<file path="config.mk">
export PLATFORM = sky130hd
export DESIGN_NAME = dpmb_top
export DESIGN_NICKNAME = d
export VERILOG_FILES = /design/src/core/dpmb_pkg.sv /design/src/core/dpmb_irq_arb.sv /design/src/core/dpmb_top.sv
export VERILOG_INCLUDE_DIRS = /design/src /design/src/core
export SDC_FILE = /design/constraint.sdc
export NUM_CORES = 1
export LEC_CHECK = 0
export ABC_AREA = 0
export BUFFER_PORTS_ARGS = -buffer_cell sky130_fd_sc_hd__buf_2
export CORE_MARGIN = 2
export CORE_UTILIZATION = 41
export CTS_BUF_LIST = sky130_fd_sc_hd__clkbuf_4 sky130_fd_sc_hd__clkbuf_8 sky130_fd_sc_hd__clkbuf_16
export DETAILED_ROUTE_END_ITERATION = 7
export GPL_TIMING_DRIVEN = 1
export PLACE_DENSITY = 0.7
export SYNTH_ARGS = -nofsm -noshare
export SYNTH_HDL_FRONTEND = slang
export SYNTH_SLANG_ARGS = --single-unit
</file>
<file path="constraint.sdc">
create_clock -name core_clk_i -period 2.4 [get_ports core_clk_i]
set_input_delay 0.24 -clock core_clk_i [delete_from_list [all_inputs] [get_ports core_clk_i]]
set_output_delay 0.24 -clock core_clk_i [all_outputs]
set_load 0.02 [all_outputs]
</file>
<file path="src/core/dpmb_regs.svh">
`ifndef DPMB_REGS_SVH
`define DPMB_REGS_SVH
// control-side byte offsets within the mailbox bank
`define DPMB_OUT_FIRST      4'h0
`define DPMB_IN_FIRST       4'h8
`define DPMB_IN_SEL_BIT     3
// processor control register fields (control side)
`define DPMB_PCR_CLR_CPU    0
`define DPMB_PCR_SET_DSP    1
// signal-processor external register numbers
`define DPMB_EXT_MBOX_LAST  3'h3
`define DPMB_EXT_ICR        3'h4
`define DPMB_EXT_CONV       3'h5
`define DPMB_EXT_ACR        3'h6
// interrupt control register fields
`define DPMB_ICR_REQ2       15
`define DPMB_ICR_REQ1       14
`define DPMB_ICR_REQ0       13
`define DPMB_ICR_MASK2      12
`define DPMB_ICR_MASK1      11
`define DPMB_ICR_MASK0      10
`define DPMB_ICR_CPU_IRQ    9
`define DPMB_ICR_GEN        8
`define DPMB_ICR_IPR_HI     7
`define DPMB_ICR_IPR_LO     5
`define DPMB_ICR_CLR2       4
`define DPMB_ICR_CLR1       3
`define DPMB_ICR_CLR0       2
// reset values
`define DPMB_BYTE_RST       8'h00
`define DPMB_WORD_RST       16'h0000
`endif

</file>
<file path="src/core/dpmb_pkg.sv">
package dpmb_pkg;
	// interrupt acceptance states of the signal processor side
	typedef enum logic [1:0] {DPMB_IDLE, DPMB_SERVICE} dpmb_isr_t;
	typedef logic [7:0]  dpmb_byte_t;
	typedef logic [15:0] dpmb_word_t;
endpackage

</file>
<file path="src/core/dpmb_irq_arb.sv">
`timescale 1ns/100ps
`include "dpmb_regs.svh"
// fixed-priority, non-nesting interrupt acceptance for the signal processor
module dpmb_irq_arb
(
	// clock and reset
	input  wire logic       core_clk_i,
	input  wire logic       rst_n_i,
	// qualified requests, index 2 is highest
	input  wire logic [2:0] req_i,
	// end of service routine
	input  wire logic       isr_done_i,
	// accepted vector
	output logic            take_o,
	output logic [1:0]      vec_o,
	output logic            busy_o
);
	dpmb_pkg::dpmb_isr_t state_ff;
	logic                take_ff;
	logic [1:0]          vec_ff;

	// priority encode: highest line wins when several are pending together
	function automatic logic [1:0] pick(input logic [2:0] r);
		if (r[2])
			pick = 2'h2;
		else if (r[1])
			pick = 2'h1;
		else
			pick = 2'h0;
	endfunction

	// accept only while idle so a running routine is never interrupted
	always_ff @(posedge core_clk_i)
	begin
		if (!rst_n_i)
		begin
			state_ff <= dpmb_pkg::DPMB_IDLE;
			take_ff  <= 1'b0;
			vec_ff   <= 2'h0;
		end
		else
		begin
			take_ff <= 1'b0;
			case (state_ff)
				dpmb_pkg::DPMB_IDLE:
					if (|req_i)
					begin
						take_ff  <= 1'b1;
						vec_ff   <= pick(req_i);
						state_ff <= dpmb_pkg::DPMB_SERVICE;
					end
				dpmb_pkg::DPMB_SERVICE:
					if (isr_done_i)
						state_ff <= dpmb_pkg::DPMB_IDLE;
				default:
					state_ff <= dpmb_pkg::DPMB_IDLE;
			endcase
		end
	end

	assign take_o = take_ff;
	assign vec_o  = vec_ff;
	assign busy_o = (state_ff == dpmb_pkg::DPMB_SERVICE);
endmodule

</file>
<file path="src/core/dpmb_top.sv">
// Behaviour
// - every external register access by the signal processor finishes in one cycle.
// - four 16-bit words are built from sixteen control-side byte registers.
// - word k reads out bytes 2k,2k+1 and writes in bytes 8+2k,9+2k.
// - one address per word; direction picks outgoing or incoming pair.
// - outgoing bytes 00-07 read/write by control, read-only by signal processor.
// - incoming bytes 08-0F read-only for control; only signal processor writes them.
// - interrupt control register is signal-processor only, except bits F and 9.
// - converter data writes go to D/A, reads come from A/D; control none.
// - analog control register is read/write, signal-processor only.
// - three request lines, line two highest, line zero lowest.
// - no new interrupt accepted while a service routine runs.
// - simultaneous requests: highest priority serviced first.
// - signal-processor mailbox interrupt set by control bit 1 write, cleared by clear bit.
`timescale 1ns/100ps
`include "dpmb_regs.svh"
module dpmb_top
(
	// clock and reset
	input  wire logic        core_clk_i,
	input  wire logic        rst_n_i,
	// control processor mailbox bank port
	input  wire logic        cpu_wr_i,
	input  wire logic [3:0]  cpu_addr_i,
	input  wire logic [7:0]  cpu_wdata_i,
	output logic      [7:0]  cpu_rdata_o,
	// control processor control register bits 1:0
	input  wire logic        cpu_pcr_wr_i,
	input  wire logic [1:0]  cpu_pcr_wdata_i,
	output logic      [1:0]  cpu_pcr_rdata_o,
	output logic             control_cpu_mailbox_irq_o,
	// signal processor external register port
	input  wire logic        dsp_rd_i,
	input  wire logic        dsp_wr_i,
	input  wire logic [2:0]  dsp_ext_i,
	input  wire logic [15:0] dsp_wdata_i,
	output logic      [15:0] dsp_rdata_o,
	// converter and timer events, same clock
	input  wire logic        adc_done_i,
	input  wire logic [7:0]  adc_data_i,
	input  wire logic        dac_tick_i,
	output logic      [9:0]  dac_data_o,
	output logic             dac_load_o,
	output logic      [15:0] analog_ctrl_o,
	// interrupt acceptance
	input  wire logic        isr_done_i,
	output logic             dsp_irq_take_o,
	output logic      [1:0]  dsp_irq_vec_o,
	output logic             dsp_irq_busy_o
);
	// sixteen bytes: 0-7 outgoing, 8-15 incoming
	dpmb_pkg::dpmb_byte_t mbox_ff [16];
	logic [7:0]  cpu_rdata_ff;
	logic [1:0]  cpu_pcr_rdata_ff;
	logic [15:0] dsp_rdata_ff;
	logic        cpu_irq_ff;
	logic        dsp_mailbox_irq_ff;
	logic        adc_irq_ff;
	logic        dac_irq_ff;
	logic [2:0]  mask_ff;
	logic        gen_en_ff;
	logic [2:0]  ipr_ff;
	logic [15:0] acr_ff;
	logic [9:0]  dac_ff;
	logic        dac_load_ff;
	logic [7:0]  adc_ff;
	logic        arb_take;
	logic [1:0]  arb_vec;
	logic        arb_busy;
	logic [2:0]  line_req;
	logic [15:0] icr_rd;
	logic        wr_icr;
	logic        clr2;
	logic        clr1;
	logic        clr0;

	// byte index of the high half of word k
	function automatic logic [3:0] byte_hi(input logic [1:0] k, input logic incoming);
		byte_hi = {incoming, k, 1'b0};
	endfunction

	assign wr_icr = dsp_wr_i && (dsp_ext_i == `DPMB_EXT_ICR);
	assign clr2   = wr_icr && dsp_wdata_i[`DPMB_ICR_CLR2];
	assign clr1   = wr_icr && dsp_wdata_i[`DPMB_ICR_CLR1];
	assign clr0   = wr_icr && dsp_wdata_i[`DPMB_ICR_CLR0];

	// mailbox storage, held until the owning side overwrites it
	always_ff @(posedge core_clk_i)
	begin
		if (!rst_n_i)
		begin
			for (int i = 0; i < 16; i++)
				mbox_ff[i] <= `DPMB_BYTE_RST;
		end
		else
		begin
			// control writes only land in the outgoing half
			if (cpu_wr_i && !cpu_addr_i[`DPMB_IN_SEL_BIT])
				mbox_ff[cpu_addr_i] <= cpu_wdata_i;
			// signal processor write fills the incoming pair of the word
			if (dsp_wr_i && (dsp_ext_i <= `DPMB_EXT_MBOX_LAST))
			begin
				mbox_ff[byte_hi(dsp_ext_i[1:0], 1'b1)]        <= dsp_wdata_i[15:8];
				mbox_ff[byte_hi(dsp_ext_i[1:0], 1'b1) | 4'h1] <= dsp_wdata_i[7:0];
			end
		end
	end

	// control-side read data; reads have no side effect
	always_ff @(posedge core_clk_i)
	begin
		if (!rst_n_i)
			cpu_rdata_ff <= `DPMB_BYTE_RST;
		else
			cpu_rdata_ff <= mbox_ff[cpu_addr_i];
	end

	// control mailbox interrupt: set by bit 9, cleared by pcr bit 0, set wins
	always_ff @(posedge core_clk_i)
	begin
		if (!rst_n_i)
			cpu_irq_ff <= 1'b0;
		else if (wr_icr && dsp_wdata_i[`DPMB_ICR_CPU_IRQ])
			cpu_irq_ff <= 1'b1;
		else if (cpu_pcr_wr_i && cpu_pcr_wdata_i[`DPMB_PCR_CLR_CPU])
			cpu_irq_ff <= 1'b0;
	end

	// signal-processor mailbox request: set by control bit 1 write, set wins
	always_ff @(posedge core_clk_i)
	begin
		if (!rst_n_i)
			dsp_mailbox_irq_ff <= 1'b0;
		else if (cpu_pcr_wr_i && cpu_pcr_wdata_i[`DPMB_PCR_SET_DSP])
			dsp_mailbox_irq_ff <= 1'b1;
		else if (clr2)
			dsp_mailbox_irq_ff <= 1'b0;
	end

	// converter and timer requests, set wins over clear
	always_ff @(posedge core_clk_i)
	begin
		if (!rst_n_i)
		begin
			adc_irq_ff <= 1'b0;
			dac_irq_ff <= 1'b0;
		end
		else
		begin
			if (adc_done_i)
				adc_irq_ff <= 1'b1;
			else if (clr1)
				adc_irq_ff <= 1'b0;
			if (dac_tick_i)
				dac_irq_ff <= 1'b1;
			else if (clr0)
				dac_irq_ff <= 1'b0;
		end
	end

	// control-side view of the two shared bits
	always_ff @(posedge core_clk_i)
	begin
		if (!rst_n_i)
			cpu_pcr_rdata_ff <= 2'h0;
		else
			cpu_pcr_rdata_ff <= {dsp_mailbox_irq_ff, cpu_irq_ff};
	end

	// interrupt control fields, reachable from the signal processor only
	always_ff @(posedge core_clk_i)
	begin
		if (!rst_n_i)
		begin
			mask_ff   <= 3'h0;
			gen_en_ff <= 1'b0; // reset disables all interrupts globally
			ipr_ff    <= 3'h0;
		end
		else if (wr_icr)
		begin
			mask_ff   <= dsp_wdata_i[`DPMB_ICR_MASK2:`DPMB_ICR_MASK0];
			gen_en_ff <= dsp_wdata_i[`DPMB_ICR_GEN];
			ipr_ff    <= dsp_wdata_i[`DPMB_ICR_IPR_HI:`DPMB_ICR_IPR_LO];
		end
	end

	// analog control and converter data, signal processor only
	always_ff @(posedge core_clk_i)
	begin
		if (!rst_n_i)
		begin
			acr_ff      <= `DPMB_WORD_RST;
			dac_ff      <= 10'h000;
			dac_load_ff <= 1'b0;
			adc_ff      <= 8'h00;
		end
		else
		begin
			dac_load_ff <= 1'b0;
			if (dsp_wr_i && (dsp_ext_i == `DPMB_EXT_ACR))
				acr_ff <= dsp_wdata_i;
			if (dsp_wr_i && (dsp_ext_i == `DPMB_EXT_CONV))
			begin
				dac_ff      <= dsp_wdata_i[9:0];
				dac_load_ff <= 1'b1;
			end
			if (adc_done_i)
				adc_ff <= adc_data_i;
		end
	end

	// routing of the three sources onto the three lines by ipr
	always_comb
	begin
		logic s_cpu;
		logic s_adc;
		logic s_dac;
		s_cpu    = dsp_mailbox_irq_ff && mask_ff[2];
		s_adc    = adc_irq_ff && mask_ff[1];
		s_dac    = dac_irq_ff && mask_ff[0];
		line_req = 3'h0;
		case (ipr_ff)
			3'h0: line_req = {s_cpu, s_adc, s_dac};
			3'h1: line_req = {s_adc, s_cpu, s_dac};
			3'h2: line_req = {s_cpu, s_dac, s_adc};
			3'h3: line_req = {s_dac, s_cpu, s_adc};
			3'h4: line_req = {s_adc, s_dac, s_cpu};
			3'h5: line_req = {s_dac, s_adc, s_cpu};
			default: line_req = 3'h0; // reserved codes raise nothing
		endcase
		if (!gen_en_ff)
			line_req = 3'h0;
	end

	dpmb_irq_arb u_arb
	(
		.core_clk_i (core_clk_i),
		.rst_n_i    (rst_n_i),
		.req_i      (line_req),
		.isr_done_i (isr_done_i),
		.take_o     (arb_take),
		.vec_o      (arb_vec),
		.busy_o     (arb_busy)
	);

	// interrupt control read image; clear bits and bit 9 read as zero
	assign icr_rd = {dsp_mailbox_irq_ff, adc_irq_ff, dac_irq_ff, mask_ff, 1'b0,
	                 gen_en_ff, ipr_ff, 5'h00};

	// external register read, answered in the cycle after the strobe
	always_ff @(posedge core_clk_i)
	begin
		if (!rst_n_i)
			dsp_rdata_ff <= `DPMB_WORD_RST;
		else if (dsp_rd_i)
		begin
			if (dsp_ext_i <= `DPMB_EXT_MBOX_LAST)
				dsp_rdata_ff <= {mbox_ff[byte_hi(dsp_ext_i[1:0], 1'b0)],
				                 mbox_ff[byte_hi(dsp_ext_i[1:0], 1'b0) | 4'h1]};
			else if (dsp_ext_i == `DPMB_EXT_ICR)
				dsp_rdata_ff <= icr_rd;
			else if (dsp_ext_i == `DPMB_EXT_CONV)
				dsp_rdata_ff <= {6'h00, adc_ff, 2'h0};
			else if (dsp_ext_i == `DPMB_EXT_ACR)
				dsp_rdata_ff <= acr_ff;
			else
				dsp_rdata_ff <= `DPMB_WORD_RST;
		end
	end

	// irq outputs registered again so every top output is a flip-flop
	logic       take_ff;
	logic [1:0] vec_ff;
	logic       busy_ff;
	always_ff @(posedge core_clk_i)
	begin
		if (!rst_n_i)
		begin
			take_ff <= 1'b0;
			vec_ff  <= 2'h0;
			busy_ff <= 1'b0;
		end
		else
		begin
			take_ff <= arb_take;
			vec_ff  <= arb_vec;
			busy_ff <= arb_busy;
		end
	end

	assign cpu_rdata_o               = cpu_rdata_ff;
	assign cpu_pcr_rdata_o           = cpu_pcr_rdata_ff;
	assign control_cpu_mailbox_irq_o = cpu_irq_ff;
	assign dsp_rdata_o               = dsp_rdata_ff;
	assign dac_data_o                = dac_ff;
	assign dac_load_o                = dac_load_ff;
	assign analog_ctrl_o             = acr_ff;
	assign dsp_irq_take_o            = take_ff;
	assign dsp_irq_vec_o             = vec_ff;
	assign dsp_irq_busy_o            = busy_ff;
endmodule

</file>
==> impl_metrics.tcl <==
set metrics [dict create \
    hold_class "primary input to flop" \
    synth_ff_type "edfxtp_1" \
    cts_tree "done" \
    numCtsBuffers 22 \
    end_kind "flop" \
    yosysTopAreaCell "edfxtp_1" \
    dpl.hpwl_mm 17.27 \
    maxSlewViolCount 0 \
    fin_cells 1155 \
    die_w_um 155.1 \
    placed_cells 1104 \
    wirelength_mm 24.50 \
    r2r-start "ipr_ff[1]" \
    powerDensity_nw_per_um2 760.1 \
    portBuffers 107 \
    drtPass1Iterations 5 \
    grt_pass1_wl_mm 36.93 \
    rows 55 \
    design.core.area_um2 22500 \
    worstHoldStart "cpu_pcr_wr_i" \
    synth_edf_count 128 \
    startpoint_type "flop" \
    r2r-end "u_arb.vec_o[0]" \
    cp.arrival_ps 2200 \
    syn_nets 791 \
    clkTransAtPathRegs_ps 60 \
    cts-resized-gates 0 \
    status "complete, no violations" \
    peakVddDrop_uv 424.5 \
    start_util_pct 41.59 \
    io_pins 108 \
    worst_slew_pin_slew_ps 724.8 \
    hold_depth 3 \
    routabilityCongestion 0.8197 \
    drt_iter0_drc 463 \
    finalInstanceArea_um2 11110 \
    maxCapViolCount 0 \
    period_share_pct 74.13 \
    fmax_mhz 562.1 \
    wl_per_cell_um 21.21 \
    criticalPathCategory "flop to flop" \
    insertion_delay_ps 500 \
    async_reset_ff_share_pct 0 \
    fp.dieH_um 155.1 \
    cts_root_buf "clkbuf_16" \
    area_delta_synth_final_pct 18.72 \
    cp.required_ps 2820 \
    gr-total-overflow 0 \
    tns_ps 0 \
    skew_ps 7.850 \
    antenna_found_initial 0 \
    post_cts_buffers 0 \
    synth_top_area_share_pct 41.07 \
    synthCells 741 \
    fin_crit_ps 1779 \
    ys_types 40 \
    cts_sinks 208 \
    final_core_util_pct 49.37 \
    fin_nets 903 \
    hold_violations 0 \
    reg2regPathDepth 5 \
    slew_headroom_pct 51.68 \
    grt_max_degree 71 \
    post_route_cells_drive_above_1_share_pct 27.27 \
    whs_endpoint "dsp_mailbox_irq_ff" \
    via_per_inst 5.520 \
    ys_seq_area_share_pct 58.18 \
    hold_buffers 10 \
    setup_viol 0 \
    clk_path_buf_depth 3 \
    synth_area_leaders "edfxtp_1, dfxtp_1, mux4_2" \
    rsz0062_at_grt "no" \
    htreeDepth 1 \
    p_leak_uw 0.004382 \
    yosys_warnings 0 \
    drcViolationCount 0 \
    synth_seq_cells 208 \
    cp_max_fo 8 \
    r2r_slack_ps 620 \
    dieArea_um2 24050 \
    grt_pass1_vias 6348 \
    total_power_uw 8445 \
    grtUsageTotal_pct 20.25 \
    vias 6376 \
    final_antenna_net_count 0 \
    syn_avg_cell_area_um2 12.63 \
    placed_area_um2 10240 \
    synth_area_um2 9359 \
]
[stage by stage]
stage	worst slack, ps	hold WS (ps)
floorplan	244.0	357.4
global placement	317.9	414.8
detailed placement	306.9	418.7
CTS	660.3	15.32
global route	443.9	28.48
finish	620.9	24.03
[synthesized netlist by cell type (2+ instances only)]
cell / n
o21ai_0: 11
dfxtp_1: 80
inv_1: 3
nand3_1: 6
edfxtp_1: 128
a31oi_1: 2
buf_2: 16
a311oi_1: 2
and3_1: 53
mux2i_1: 17
a211oi_1: 6
and2_1: 94
a221oi_1: 11
nor3_1: 11
clkbuf_1: 35
mux2_2: 6
nand3b_1: 2
buf_6: 3
nand2_1: 83
o31ai_1: 2
nor2b_1: 2
a21oi_1: 38
inv_2: 2
mux4_2: 56
nor2_1: 45
a21o_1: 4
nand2b_1: 9
a22oi_1: 2
[registers in the layout, indices dropped and copies added (netlist names), 2 cells and up]
register and flops:
dsp_irq_vec_o 2, dac_data_o 10, mask_ff 3, cpu_pcr_rdata_o 2
analog_ctrl_o 16, adc_ff 8, ipr_ff 3, mbox_ff 128
dsp_rdata_o 16, cpu_rdata_o 8, u_arb.vec_o 2
[cells in the final DEF (no fill, tap or decap), types with 3 or more instances in the layout]
cell | synthesis | routed
clkinv_2 | 0 | 4
mux4_2 | 56 | 56
nand3_1 | 6 | 6
buf_12 | 0 | 4
nor2_1 | 45 | 45
dlygate4sd3_1 | 0 | 10
inv_1 | 3 | 3
mux2_2 | 6 | 6
and2_1 | 94 | 94
nand2_1 | 83 | 83
o21ai_0 | 11 | 11
nand2b_1 | 9 | 9
a21o_1 | 4 | 4
clkbuf_4 | 0 | 4
and3_1 | 53 | 53
dfxtp_1 | 80 | 80
mux2i_1 | 17 | 17
a211oi_1 | 6 | 6
buf_2 | 16 | 107
nor3_1 | 11 | 11
edfxtp_1 | 128 | 128
a221oi_1 | 11 | 11
clkbuf_16 | 0 | 23
a21oi_1 | 38 | 38
buf_4 | 0 | 23
bufinv_16 | 0 | 3
[layer usage]
metal / global-route usage [%] / part of all wire, % / vias up / wire length [µm]
met5: 0 / 0 / - / 0
met4: 7.937 / 3.4 / 0 / 828
met3: 3.482 / 7.0 / 47 / 1719
met2: 34.07 / 49 / 248 / 11960
met1: 26.27 / 41 / 3131 / 9994
li1: - / - / 2950 / -
[area by class of cell]
cell class              instances  area (µm²)
fillers                      1924       11390
flip-flops and latches        208        5445
multi-input cells             472        3631
repair buffers                144       888.4
clock buffers                  29       633.1
well taps                     285       356.6
clock inverters                11       135.1
inverters                       5       18.77
diodes                          1       2.502
[where the power goes]
| group | switching, µW | total [µW] | internal, µW |
|---|---|---|---|
| registers | 103 | 4090 | 3980 |
| clock network | 1370 | 3550 | 2180 |
| logic | 457 | 809 | 352 |
| total | 1930 | 8450 | 6520 |
[cells by family after synthesis]
group / synth area share, %
XOR/XNOR: 0.1872
buffers and inverters: 3.021
multiplexers: 16.02
AND/OR/NAND/NOR: 17.07
flip-flops: 58.18
AO/OA/AOI/OAI: 5.521
[worst max-delay path by stage]
stage | start | end | slack, ps
2_1_floorplan | cpu_addr_i[2] | mbox_ff[1][0] | 240
3_3_place_gp | rst_n_i | mbox_ff[0][0] | 320
3_5_place_dp | rst_n_i | mbox_ff[0][7] | 310
4_1_cts | ipr_ff[1] | u_arb.vec_o[0] | 660
5_1_grt | ipr_ff[1] | u_arb.vec_o[0] | 440
6_report | ipr_ff[1] | u_arb.vec_o[0] | 620
[worst max-delay path, stage by stage, from the launching register on]
cell	delay [ps]
dfxtp_1	500
nand3b_1	220
nor2_1	60
o311ai_1	540
o2111ai_1	200
a31oi_1	190
No activity file was read; power rests on OpenSTA's default activity.
